### config.mk
export PLATFORM = sky130hd
export DESIGN_NAME = cpu_core_registers
export DESIGN_NICKNAME = d
export VERILOG_FILES = /design/src/cpu_core_pkg.sv /design/src/cpu_core_registers.sv
export SDC_FILE = /design/constraint.sdc
export NUM_CORES = 1
export LEC_CHECK = 0
export BUFFER_PORTS_ARGS = -buffer_cell sky130_fd_sc_hd__buf_2
export CAP_MARGIN = 5
export CELL_PAD_IN_SITES_DETAIL_PLACEMENT = 1
export CELL_PAD_IN_SITES_GLOBAL_PLACEMENT = 2
export CORE_MARGIN = 1
export CORE_UTILIZATION = 33
export CTS_CLUSTER_SIZE = 16
export DETAILED_ROUTE_END_ITERATION = 6
export PLACE_DENSITY = 0.84
export SYNTH_ARGS = -nofsm -noshare
export SYNTH_HDL_FRONTEND = slang
export SYNTH_SLANG_ARGS = --single-unit
### constraint.sdc
create_clock -name sys_clk_i -period 6.4 [get_ports sys_clk_i]
set_clock_uncertainty 0.1 [all_clocks]
set_input_delay 1.92 -clock sys_clk_i [delete_from_list [all_inputs] [get_ports sys_clk_i]]
set_output_delay 1.92 -clock sys_clk_i [all_outputs]
set_load 0.02 [all_outputs]
### src/cpu_core_pkg.sv
package cpu_core_pkg;

  // ------------------------------------------------------------
  // Register space and flag layout
  // ------------------------------------------------------------
  localparam logic [7:0] FLAGS_ADDR = 8'hf7;
  localparam int IE_BIT = 0;
  localparam int ZERO_BIT = 1;
  localparam int CARRY_BIT = 2;
  localparam int SUPER_BIT = 3;
  localparam int BANK_BIT = 4;
  localparam logic [7:0] FLAGS_SW_MASK = 8'h17;
  localparam logic [7:0] FLAGS_RESET = 8'h02;
  localparam logic [7:0] ACC_RESET = 8'h00;
  localparam logic [7:0] INDEX_RESET = 8'h00;
  localparam logic [7:0] SP_RESET = 8'h00;
  localparam logic [7:0] PCH_RESET = 8'h00;
  localparam logic [7:0] PCL_RESET = 8'h00;

  // ------------------------------------------------------------
  // Instruction length and stack steps
  // ------------------------------------------------------------
  localparam logic [15:0] INSTR_LEN = 16'h0002;
  localparam logic [7:0] STEP_PUSH = 8'h01;
  localparam logic [7:0] STEP_CALL = 8'h02;
  localparam logic [7:0] STEP_IRQ_EXIT = 8'h03;

  // ------------------------------------------------------------
  // Command types
  // ------------------------------------------------------------
  typedef enum logic [2:0] {
    OP_TRANSFER, OP_ADD, OP_ADC, OP_SUB, OP_AND, OP_OR, OP_XOR, OP_ASL
  } alu_op_type;

  typedef enum logic {MODE_IMM, MODE_DIR} addr_mode_type;

  typedef enum logic [1:0] {DST_A, DST_X, DST_F, DST_SP} dest_type;

  typedef enum logic [3:0] {
    SP_NONE, SP_PUSH, SP_POP, SP_LONG_CALL, SP_CALL,
    SP_IRQ_EXIT, SP_SUB_EXIT, SP_SWAP, SP_ADD
  } stack_op_type;

  typedef struct packed {
    alu_op_type op;
    addr_mode_type mode;
    dest_type dest;
    logic reg_space;
    logic [7:0] operand;
  } instr_type;

endpackage

### src/cpu_core_registers.sv
`timescale 1ns/1ps
`default_nettype none
module cpu_core_registers (
  input wire logic sys_clk_i,
  input wire logic reset_i,
  input wire logic instr_valid_i,
  input wire cpu_core_pkg::instr_type instr_i,
  input wire logic stack_valid_i,
  input wire cpu_core_pkg::stack_op_type stack_op_i,
  input wire logic [7:0] stack_arg_i,
  input wire logic branch_valid_i,
  input wire logic [15:0] branch_target_i,
  input wire logic super_mode_i,
  input wire logic [7:0] mem_data_i,
  input wire logic reg_rd_en_i,
  input wire logic [7:0] reg_rd_addr_i,
  output logic busy_o,
  output logic mem_rd_o,
  output logic mem_reg_space_o,
  output logic [7:0] mem_addr_o,
  output logic [7:0] reg_rd_data_o,
  output logic [7:0] accumulator_o,
  output logic [7:0] index_offset_o,
  output logic [7:0] stack_top_pointer_o,
  output logic [7:0] program_counter_high_o,
  output logic [7:0] program_counter_low_o,
  output logic [7:0] processor_flags_o,
  output logic master_irq_enable_o,
  output logic register_bank_select_o
);

  // ------------------------------------------------------------
  // Declarations
  // ------------------------------------------------------------
  typedef enum logic [1:0] {ST_IDLE, ST_FETCH, ST_EXEC} state_type;

  state_type state, next_state;
  cpu_core_pkg::instr_type held, next_held, cur;
  logic [7:0] accumulator, next_accumulator;
  logic [7:0] index_offset, next_index_offset;
  logic [7:0] stack_top_pointer, next_stack_top_pointer;
  logic [15:0] pc, next_pc;
  logic [7:0] flags, next_flags;
  logic mem_rd, next_mem_rd;
  logic mem_reg_space, next_mem_reg_space;
  logic [7:0] mem_addr, next_mem_addr;
  logic [7:0] reg_rd_data, next_reg_rd_data;
  logic accept, stack_take, exec_fire;
  logic [7:0] src, second;
  logic [8:0] alu_out;

  // Result and carry out of one ALU step
  function automatic logic [8:0] alu_calc(
    input cpu_core_pkg::alu_op_type op,
    input logic [7:0] a,
    input logic [7:0] b,
    input logic cin
  );
    case (op)
      cpu_core_pkg::OP_TRANSFER: alu_calc = {1'b0, b};
      cpu_core_pkg::OP_ADD: alu_calc = {1'b0, a} + {1'b0, b};
      cpu_core_pkg::OP_ADC: alu_calc = {1'b0, a} + {1'b0, b} + {8'h00, cin};
      cpu_core_pkg::OP_SUB: alu_calc = {1'b0, a} - {1'b0, b};
      cpu_core_pkg::OP_AND: alu_calc = {1'b0, a & b};
      cpu_core_pkg::OP_OR: alu_calc = {1'b0, a | b};
      cpu_core_pkg::OP_XOR: alu_calc = {1'b0, a ^ b};
      cpu_core_pkg::OP_ASL: alu_calc = {a, 1'b0};
      default: alu_calc = 9'h000;
    endcase
  endfunction

  // ------------------------------------------------------------
  // Operand routing
  // ------------------------------------------------------------
  // Immediate runs in the cycle it is taken; direct waits for the read
  always_comb begin
    accept = instr_valid_i && (state == ST_IDLE);
    stack_take = stack_valid_i && !instr_valid_i && (state == ST_IDLE);
    cur = (state == ST_EXEC) ? held : instr_i;
    exec_fire = (accept && instr_i.mode == cpu_core_pkg::MODE_IMM) ||
                (state == ST_EXEC);
    if (cur.mode == cpu_core_pkg::MODE_IMM) begin
      src = cur.operand;
    end else if (cur.reg_space && cur.operand == cpu_core_pkg::FLAGS_ADDR) begin
      src = flags;
    end else begin
      src = mem_data_i;
    end
    case (cur.dest)
      cpu_core_pkg::DST_A: second = accumulator;
      cpu_core_pkg::DST_X: second = index_offset;
      cpu_core_pkg::DST_F: second = flags;
      cpu_core_pkg::DST_SP: second = stack_top_pointer;
      default: second = accumulator;
    endcase
    alu_out = alu_calc(cur.op, second, src, flags[cpu_core_pkg::CARRY_BIT]);
  end

  // ------------------------------------------------------------
  // Sequencer and register file next values
  // ------------------------------------------------------------
  always_comb begin
    next_state = state;
    next_held = held;
    next_accumulator = accumulator;
    next_index_offset = index_offset;
    next_stack_top_pointer = stack_top_pointer;
    next_pc = pc;
    next_flags = flags;
    next_mem_rd = 1'b0;
    next_mem_reg_space = mem_reg_space;
    next_mem_addr = mem_addr;
    next_reg_rd_data = reg_rd_data;
    case (state)
      ST_IDLE: begin
        if (accept && instr_i.mode == cpu_core_pkg::MODE_DIR) begin
          next_state = ST_FETCH;
          next_held = instr_i;
          next_mem_rd = 1'b1;
          next_mem_addr = instr_i.operand;
          next_mem_reg_space = instr_i.reg_space;
        end
      end
      ST_FETCH: next_state = ST_EXEC;
      ST_EXEC: next_state = ST_IDLE;
      default: next_state = ST_IDLE;
    endcase
    // Write back the result to the chosen destination; SP takes immediate results only
    if (exec_fire) begin
      next_pc = pc + cpu_core_pkg::INSTR_LEN;
      case (cur.dest)
        cpu_core_pkg::DST_A: next_accumulator = alu_out[7:0];
        cpu_core_pkg::DST_X: next_index_offset = alu_out[7:0];
        cpu_core_pkg::DST_SP: begin
          if (cur.mode == cpu_core_pkg::MODE_IMM) begin
            next_stack_top_pointer = alu_out[7:0];
          end
        end
        cpu_core_pkg::DST_F: begin
          // Only OR immediate sets and only AND immediate clears flags
          if (cur.mode == cpu_core_pkg::MODE_IMM &&
              (cur.op == cpu_core_pkg::OP_AND ||
               cur.op == cpu_core_pkg::OP_OR)) begin
            next_flags = alu_out[7:0] &
                         cpu_core_pkg::FLAGS_SW_MASK;
          end
        end
        default: next_accumulator = accumulator;
      endcase
      // Status update for arithmetic, logic and shift into A or X
      if (cur.op != cpu_core_pkg::OP_TRANSFER &&
          (cur.dest == cpu_core_pkg::DST_A ||
           cur.dest == cpu_core_pkg::DST_X)) begin
        next_flags[cpu_core_pkg::ZERO_BIT] = (alu_out[7:0] == 8'h00);
        next_flags[cpu_core_pkg::CARRY_BIT] = alu_out[8];
      end
    end
    // Stack pointer maintenance
    if (stack_take) begin
      case (stack_op_i)
        cpu_core_pkg::SP_PUSH:
          next_stack_top_pointer = stack_top_pointer + cpu_core_pkg::STEP_PUSH;
        cpu_core_pkg::SP_POP:
          next_stack_top_pointer = stack_top_pointer - cpu_core_pkg::STEP_PUSH;
        cpu_core_pkg::SP_LONG_CALL, cpu_core_pkg::SP_CALL:
          next_stack_top_pointer = stack_top_pointer + cpu_core_pkg::STEP_CALL;
        cpu_core_pkg::SP_IRQ_EXIT:
          next_stack_top_pointer = stack_top_pointer -
                                   cpu_core_pkg::STEP_IRQ_EXIT;
        cpu_core_pkg::SP_SUB_EXIT:
          next_stack_top_pointer = stack_top_pointer - cpu_core_pkg::STEP_CALL;
        cpu_core_pkg::SP_SWAP: begin
          next_stack_top_pointer = accumulator;
          next_accumulator = stack_top_pointer;
        end
        cpu_core_pkg::SP_ADD:
          next_stack_top_pointer = stack_top_pointer + stack_arg_i;
        default: next_stack_top_pointer = stack_top_pointer;
      endcase
    end
    if (branch_valid_i && state == ST_IDLE && !exec_fire) begin
      next_pc = branch_target_i;
    end
    // Privileged bit follows the core state only; reserved bits stay zero
    next_flags[cpu_core_pkg::SUPER_BIT] = super_mode_i;
    next_flags[7:5] = 3'h0;
    if (reg_rd_en_i) begin
      next_reg_rd_data = (reg_rd_addr_i == cpu_core_pkg::FLAGS_ADDR) ?
                         flags : 8'h00;
    end
  end

  // Registers
  always_ff @(posedge sys_clk_i or posedge reset_i) begin
    if (reset_i) begin
      state <= ST_IDLE;
      held <= '0;
      accumulator <= cpu_core_pkg::ACC_RESET;
      index_offset <= cpu_core_pkg::INDEX_RESET;
      stack_top_pointer <= cpu_core_pkg::SP_RESET;
      pc <= {cpu_core_pkg::PCH_RESET, cpu_core_pkg::PCL_RESET};
      flags <= cpu_core_pkg::FLAGS_RESET;
      mem_rd <= 1'b0;
      mem_reg_space <= 1'b0;
      mem_addr <= 8'h00;
      reg_rd_data <= 8'h00;
      busy_o <= 1'b0;
    end else begin
      state <= next_state;
      held <= next_held;
      accumulator <= next_accumulator;
      index_offset <= next_index_offset;
      stack_top_pointer <= next_stack_top_pointer;
      pc <= next_pc;
      flags <= next_flags;
      mem_rd <= next_mem_rd;
      mem_reg_space <= next_mem_reg_space;
      mem_addr <= next_mem_addr;
      reg_rd_data <= next_reg_rd_data;
      busy_o <= (next_state != ST_IDLE);
    end
  end

  // ------------------------------------------------------------
  // Outputs, each a flip-flop
  // ------------------------------------------------------------
  assign mem_rd_o = mem_rd;
  assign mem_reg_space_o = mem_reg_space;
  assign mem_addr_o = mem_addr;
  assign reg_rd_data_o = reg_rd_data;
  assign accumulator_o = accumulator;
  assign index_offset_o = index_offset;
  assign stack_top_pointer_o = stack_top_pointer;
  assign program_counter_high_o = pc[15:8];
  assign program_counter_low_o = pc[7:0];
  assign processor_flags_o = flags;
  assign master_irq_enable_o = flags[cpu_core_pkg::IE_BIT];
  assign register_bank_select_o = flags[cpu_core_pkg::BANK_BIT];
endmodule
`default_nettype wire

==> run_results.csv <==
group,metric,value,unit
status,outcome,"finished with violations",
status,violations,"design-rule violations",
logic_synthesis,synth_top_family_by_area,"compound AO/OA/AOI/OAI gates",
floorplan,die_h,139,microns
floorplan,start_util,34.0,%
cts,root_buffer,"clkbuf_16",
cells_and_area,area_growth_syn_to_layout,19.7,%
placed_design,dpl.hpwl,16400,microns
cells_and_area,drive_above_1_share,27.3,%
detailed_routing,vias,5952,
cts,cts.repair.resized,0,
placed_design,pre_cts_slack,0.0727,ns
cts,cts_setup_buffers,0,
timing,max_freq,166,MHz
timing,fin_crit_sh,93.9,%
pwr,p_per_area,397,nW/um^2
cts,cts_tree,"yes",
logic_synthesis,synthArstFlopShare,100,%
critical_path,required,6.55,ns
cts,clk_pin_slew,0.06,ns
cells_and_area,diodes,0,
global_route,grt_pass1_wl,33600,microns
cells_and_area,mostFrequentLayoutCell,"buf_2",
logic_synthesis,synth_xor_area_share,3.27,%
logic_synthesis,synth-seq-cells,69,
timing,rsz0062_at_grt,"false",
global_route,grt_remaining_overflow,0,
detailed_routing,wl_per_cell,19.5,microns
critical_path,worstSetupEndpointType,"flip-flop",
cts,clock_sinks,69,
pwr,leakagePower,3.45,nW
cts,cts_buffers,9,
critical_path,cp_max_fo,7,
floorplan,rows,49,
detailed_routing,firstDrtPassIters,6,
cts,clk_path_buf_depth,2,
logic_synthesis,synth_flop_cell,"dfrtp_1",
detailed_routing,met3WireLength,747,microns
placed_design,port_buffers,128,
cts,htree_levels,3,
logic_synthesis,synthCells,712,
floorplan,top_level_ports,135,
detailed_routing,highest_layer,"met4",
critical_path,start_kind,"primary input",
detailed_routing,routed_wl,20900,microns
cts,postCtsHoldBufs,0,
timing,timing.hold.ws,0.387,ns
cells_and_area,final_util,40.7,%
timing,tightestPinTransition,1.25,ns
global_route,grt_start_max_net_pins,39,
logic_synthesis,synthAdderAreaFrac,9.21,%
cells_and_area,nets,946,
global_route,antenna_found_initial,0,
logic_synthesis,synth.avg_cell_area,8.67,sq um
detailed_routing,ant_nets,0,
placed_design,gp_congestion,0.885,
detailed_routing,m1WireLength,9700,microns
floorplan,die-area,19200,sq um
timing,hold_violations,0,
logic_synthesis,synth-simple-area-share,17.4,%
floorplan,die_w,139,microns
critical_path,critical_path_class,"in2reg",
timing,drv_slew,0,
detailed_routing,drt_iter0_markers,310,
pwr,ir_worst_vdd,159,uV
detailed_routing,drcViolationCount,6,
cts,clock_latency,0.35,ns
detailed_routing,wl_met2,10000,microns
floorplan,core-area,18100,sq um
cells_and_area,mostFrequentLayoutCells,"buf_2, dfrtp_1, nand2_1, nor2_1, a21oi_1",
logic_synthesis,synth-edff-count,0,
logic_synthesis,yosysWarnings,0,
timing,setup_ws,0.391,ns
logic_synthesis,synth_compound_area_share,23.4,%
flow_run,maxCapViolations,0,
timing,timing.slew.headroom,15.8,%
logic_synthesis,synth.distinct_cells,80,
logic_synthesis,synthMuxAreaShare,12.2,%
global_route,grt_pass1_vias,6065,
logic_synthesis,syn_area,6170,sq um
global_route,track_usage,22.1,%
timing,setup_tns,0,ns
timing,setup_violations,0,
hold_path,min_path_type,"reg2reg",
timing,fin_crit,6.01,ns
critical_path,critPathArrivalTime,6.15,ns
detailed_routing,vias_per_cell,5.56,
logic_synthesis,seq_area_frac_synth,28.0,%
[metal layers]
metal  global-route usage (%)  vias to the layer above
li1                         -                     2855
met1                     29.1                     2946
met2                     37.9                      128
met3                     2.80                       23
met4                     6.20                        0
met5                        0                        -
[cell type report]
| cell class | count | area (sq um) |
|---|---|---|
| repair buffers | 154 | 836 |
| fillers | 2181 | 10800 |
| clock buffers | 11 | 233 |
| inverters | 41 | 154 |
| clock inverters | 5 | 83.8 |
| well taps | 229 | 287 |
| multi-input cells | 562 | 4060 |
| flip-flops and latches | 69 | 1730 |
[cells by family after synthesis]
kind of cell / count (synthesis)
fa+ha+maj: 43
simple gates: 216
compound gates: 211
flops: 69
xor+xnor: 23
buf+inv: 86
other cells: 1
mux: 63
[stage by stage]
stage	total power [mW]	cells	area [sq um]
6_report	2.93	1071	7380
5_1_grt	3.14	1071	7380
4_1_cts	2.94	1071	7380
3_5_place_dp	2.38	1055	7070
3_3_place_gp	2.36	1055	7070
2_1_floorplan	1.83	717	6190
[critical path: stages]
cell and delay, ns:
buf_2 0.11, nand4_1 0.10, or4_4 0.53, and2_4 0.19
mux2_1 0.31, o21ai_1 0.17, inv_1 0.08, ha_1 0.24
fa_1 0.42, xor2_1 0.32, nand2_1 0.09, nor3_1 0.29
xnor2_1 0.12, a221oi_1 0.44, o2111ai_1 0.16, or4_1 0.43
o31ai_1 0.21
[flip-flops by register name, summed over array words and instances (netlist names)]
register and cells:
mem_rd_o 1, state 2, reg_rd_data_o 5, index_offset_o 8, pc 16, mem_reg_space_o 1, stack_top_pointer_o 8, held 6
mem_addr_o 8, processor_flags_o 5, busy_o 1, accumulator_o 8
[cells in the mapped netlist, types with 5 or more instances]
master      n  area, sq um
a211oi_1   18          135
a21o_1      5         37.5
a21oi_1    46          230
a221oi_1    5         43.8
a22oi_1     9         67.6
a2bb2oi_1   6         52.6
a311oi_1    8         70.1
a31oi_1     7         43.8
and2_1      7         43.8
and3_1     12         75.1
buf_4      16          120
clkbuf_1   23         86.3
dfrtp_1    68         1700
ha_1       39          488
inv_1      40          150
mux2_2     29          327
mux2i_1    22          220
nand2_1    60          225
nand3_1    12         60.1
nand3b_1    6         45.0
nor2_1     59          221
nor2b_1    12         75.1
nor3_1     10         50.1
o21ai_0    36          180
o21ai_1     9         45.0
o21bai_1    5         37.5
o22ai_1     5         31.3
o31ai_1     6         45.0
or2_2       8         50.1
or3_1       5         31.3
xnor2_1    18          158
xor2_1      5         43.8
[power by group]
part / switching, mW / internal (mW) / total (mW) / leakage, nW
Sequential: 0.204 / 0.568 / 0.773 / 0.831
Combinational: 0.946 / 0.671 / 1.62 / 2.47
Clock: 0.199 / 0.343 / 0.542 / 0.146
[final timing paths]
kind                             from  cells after the start              endpoint  slack [ns]
max                        instr_i[7]                     17  processor_flags_o[1]        0.39
min                            pc[15]                      1                pc[15]        0.39
max reg2reg                  state[0]                     16  processor_flags_o[1]        1.33
min reg2reg                    pc[15]                      1                pc[15]        0.39
max in group asynchronous     reset_i                      3         mem_addr_o[7]        3.65
min in group asynchronous     reset_i                      2      reg_rd_data_o[0]        1.58
Note: power is estimated with default switching activity, not from simulation.
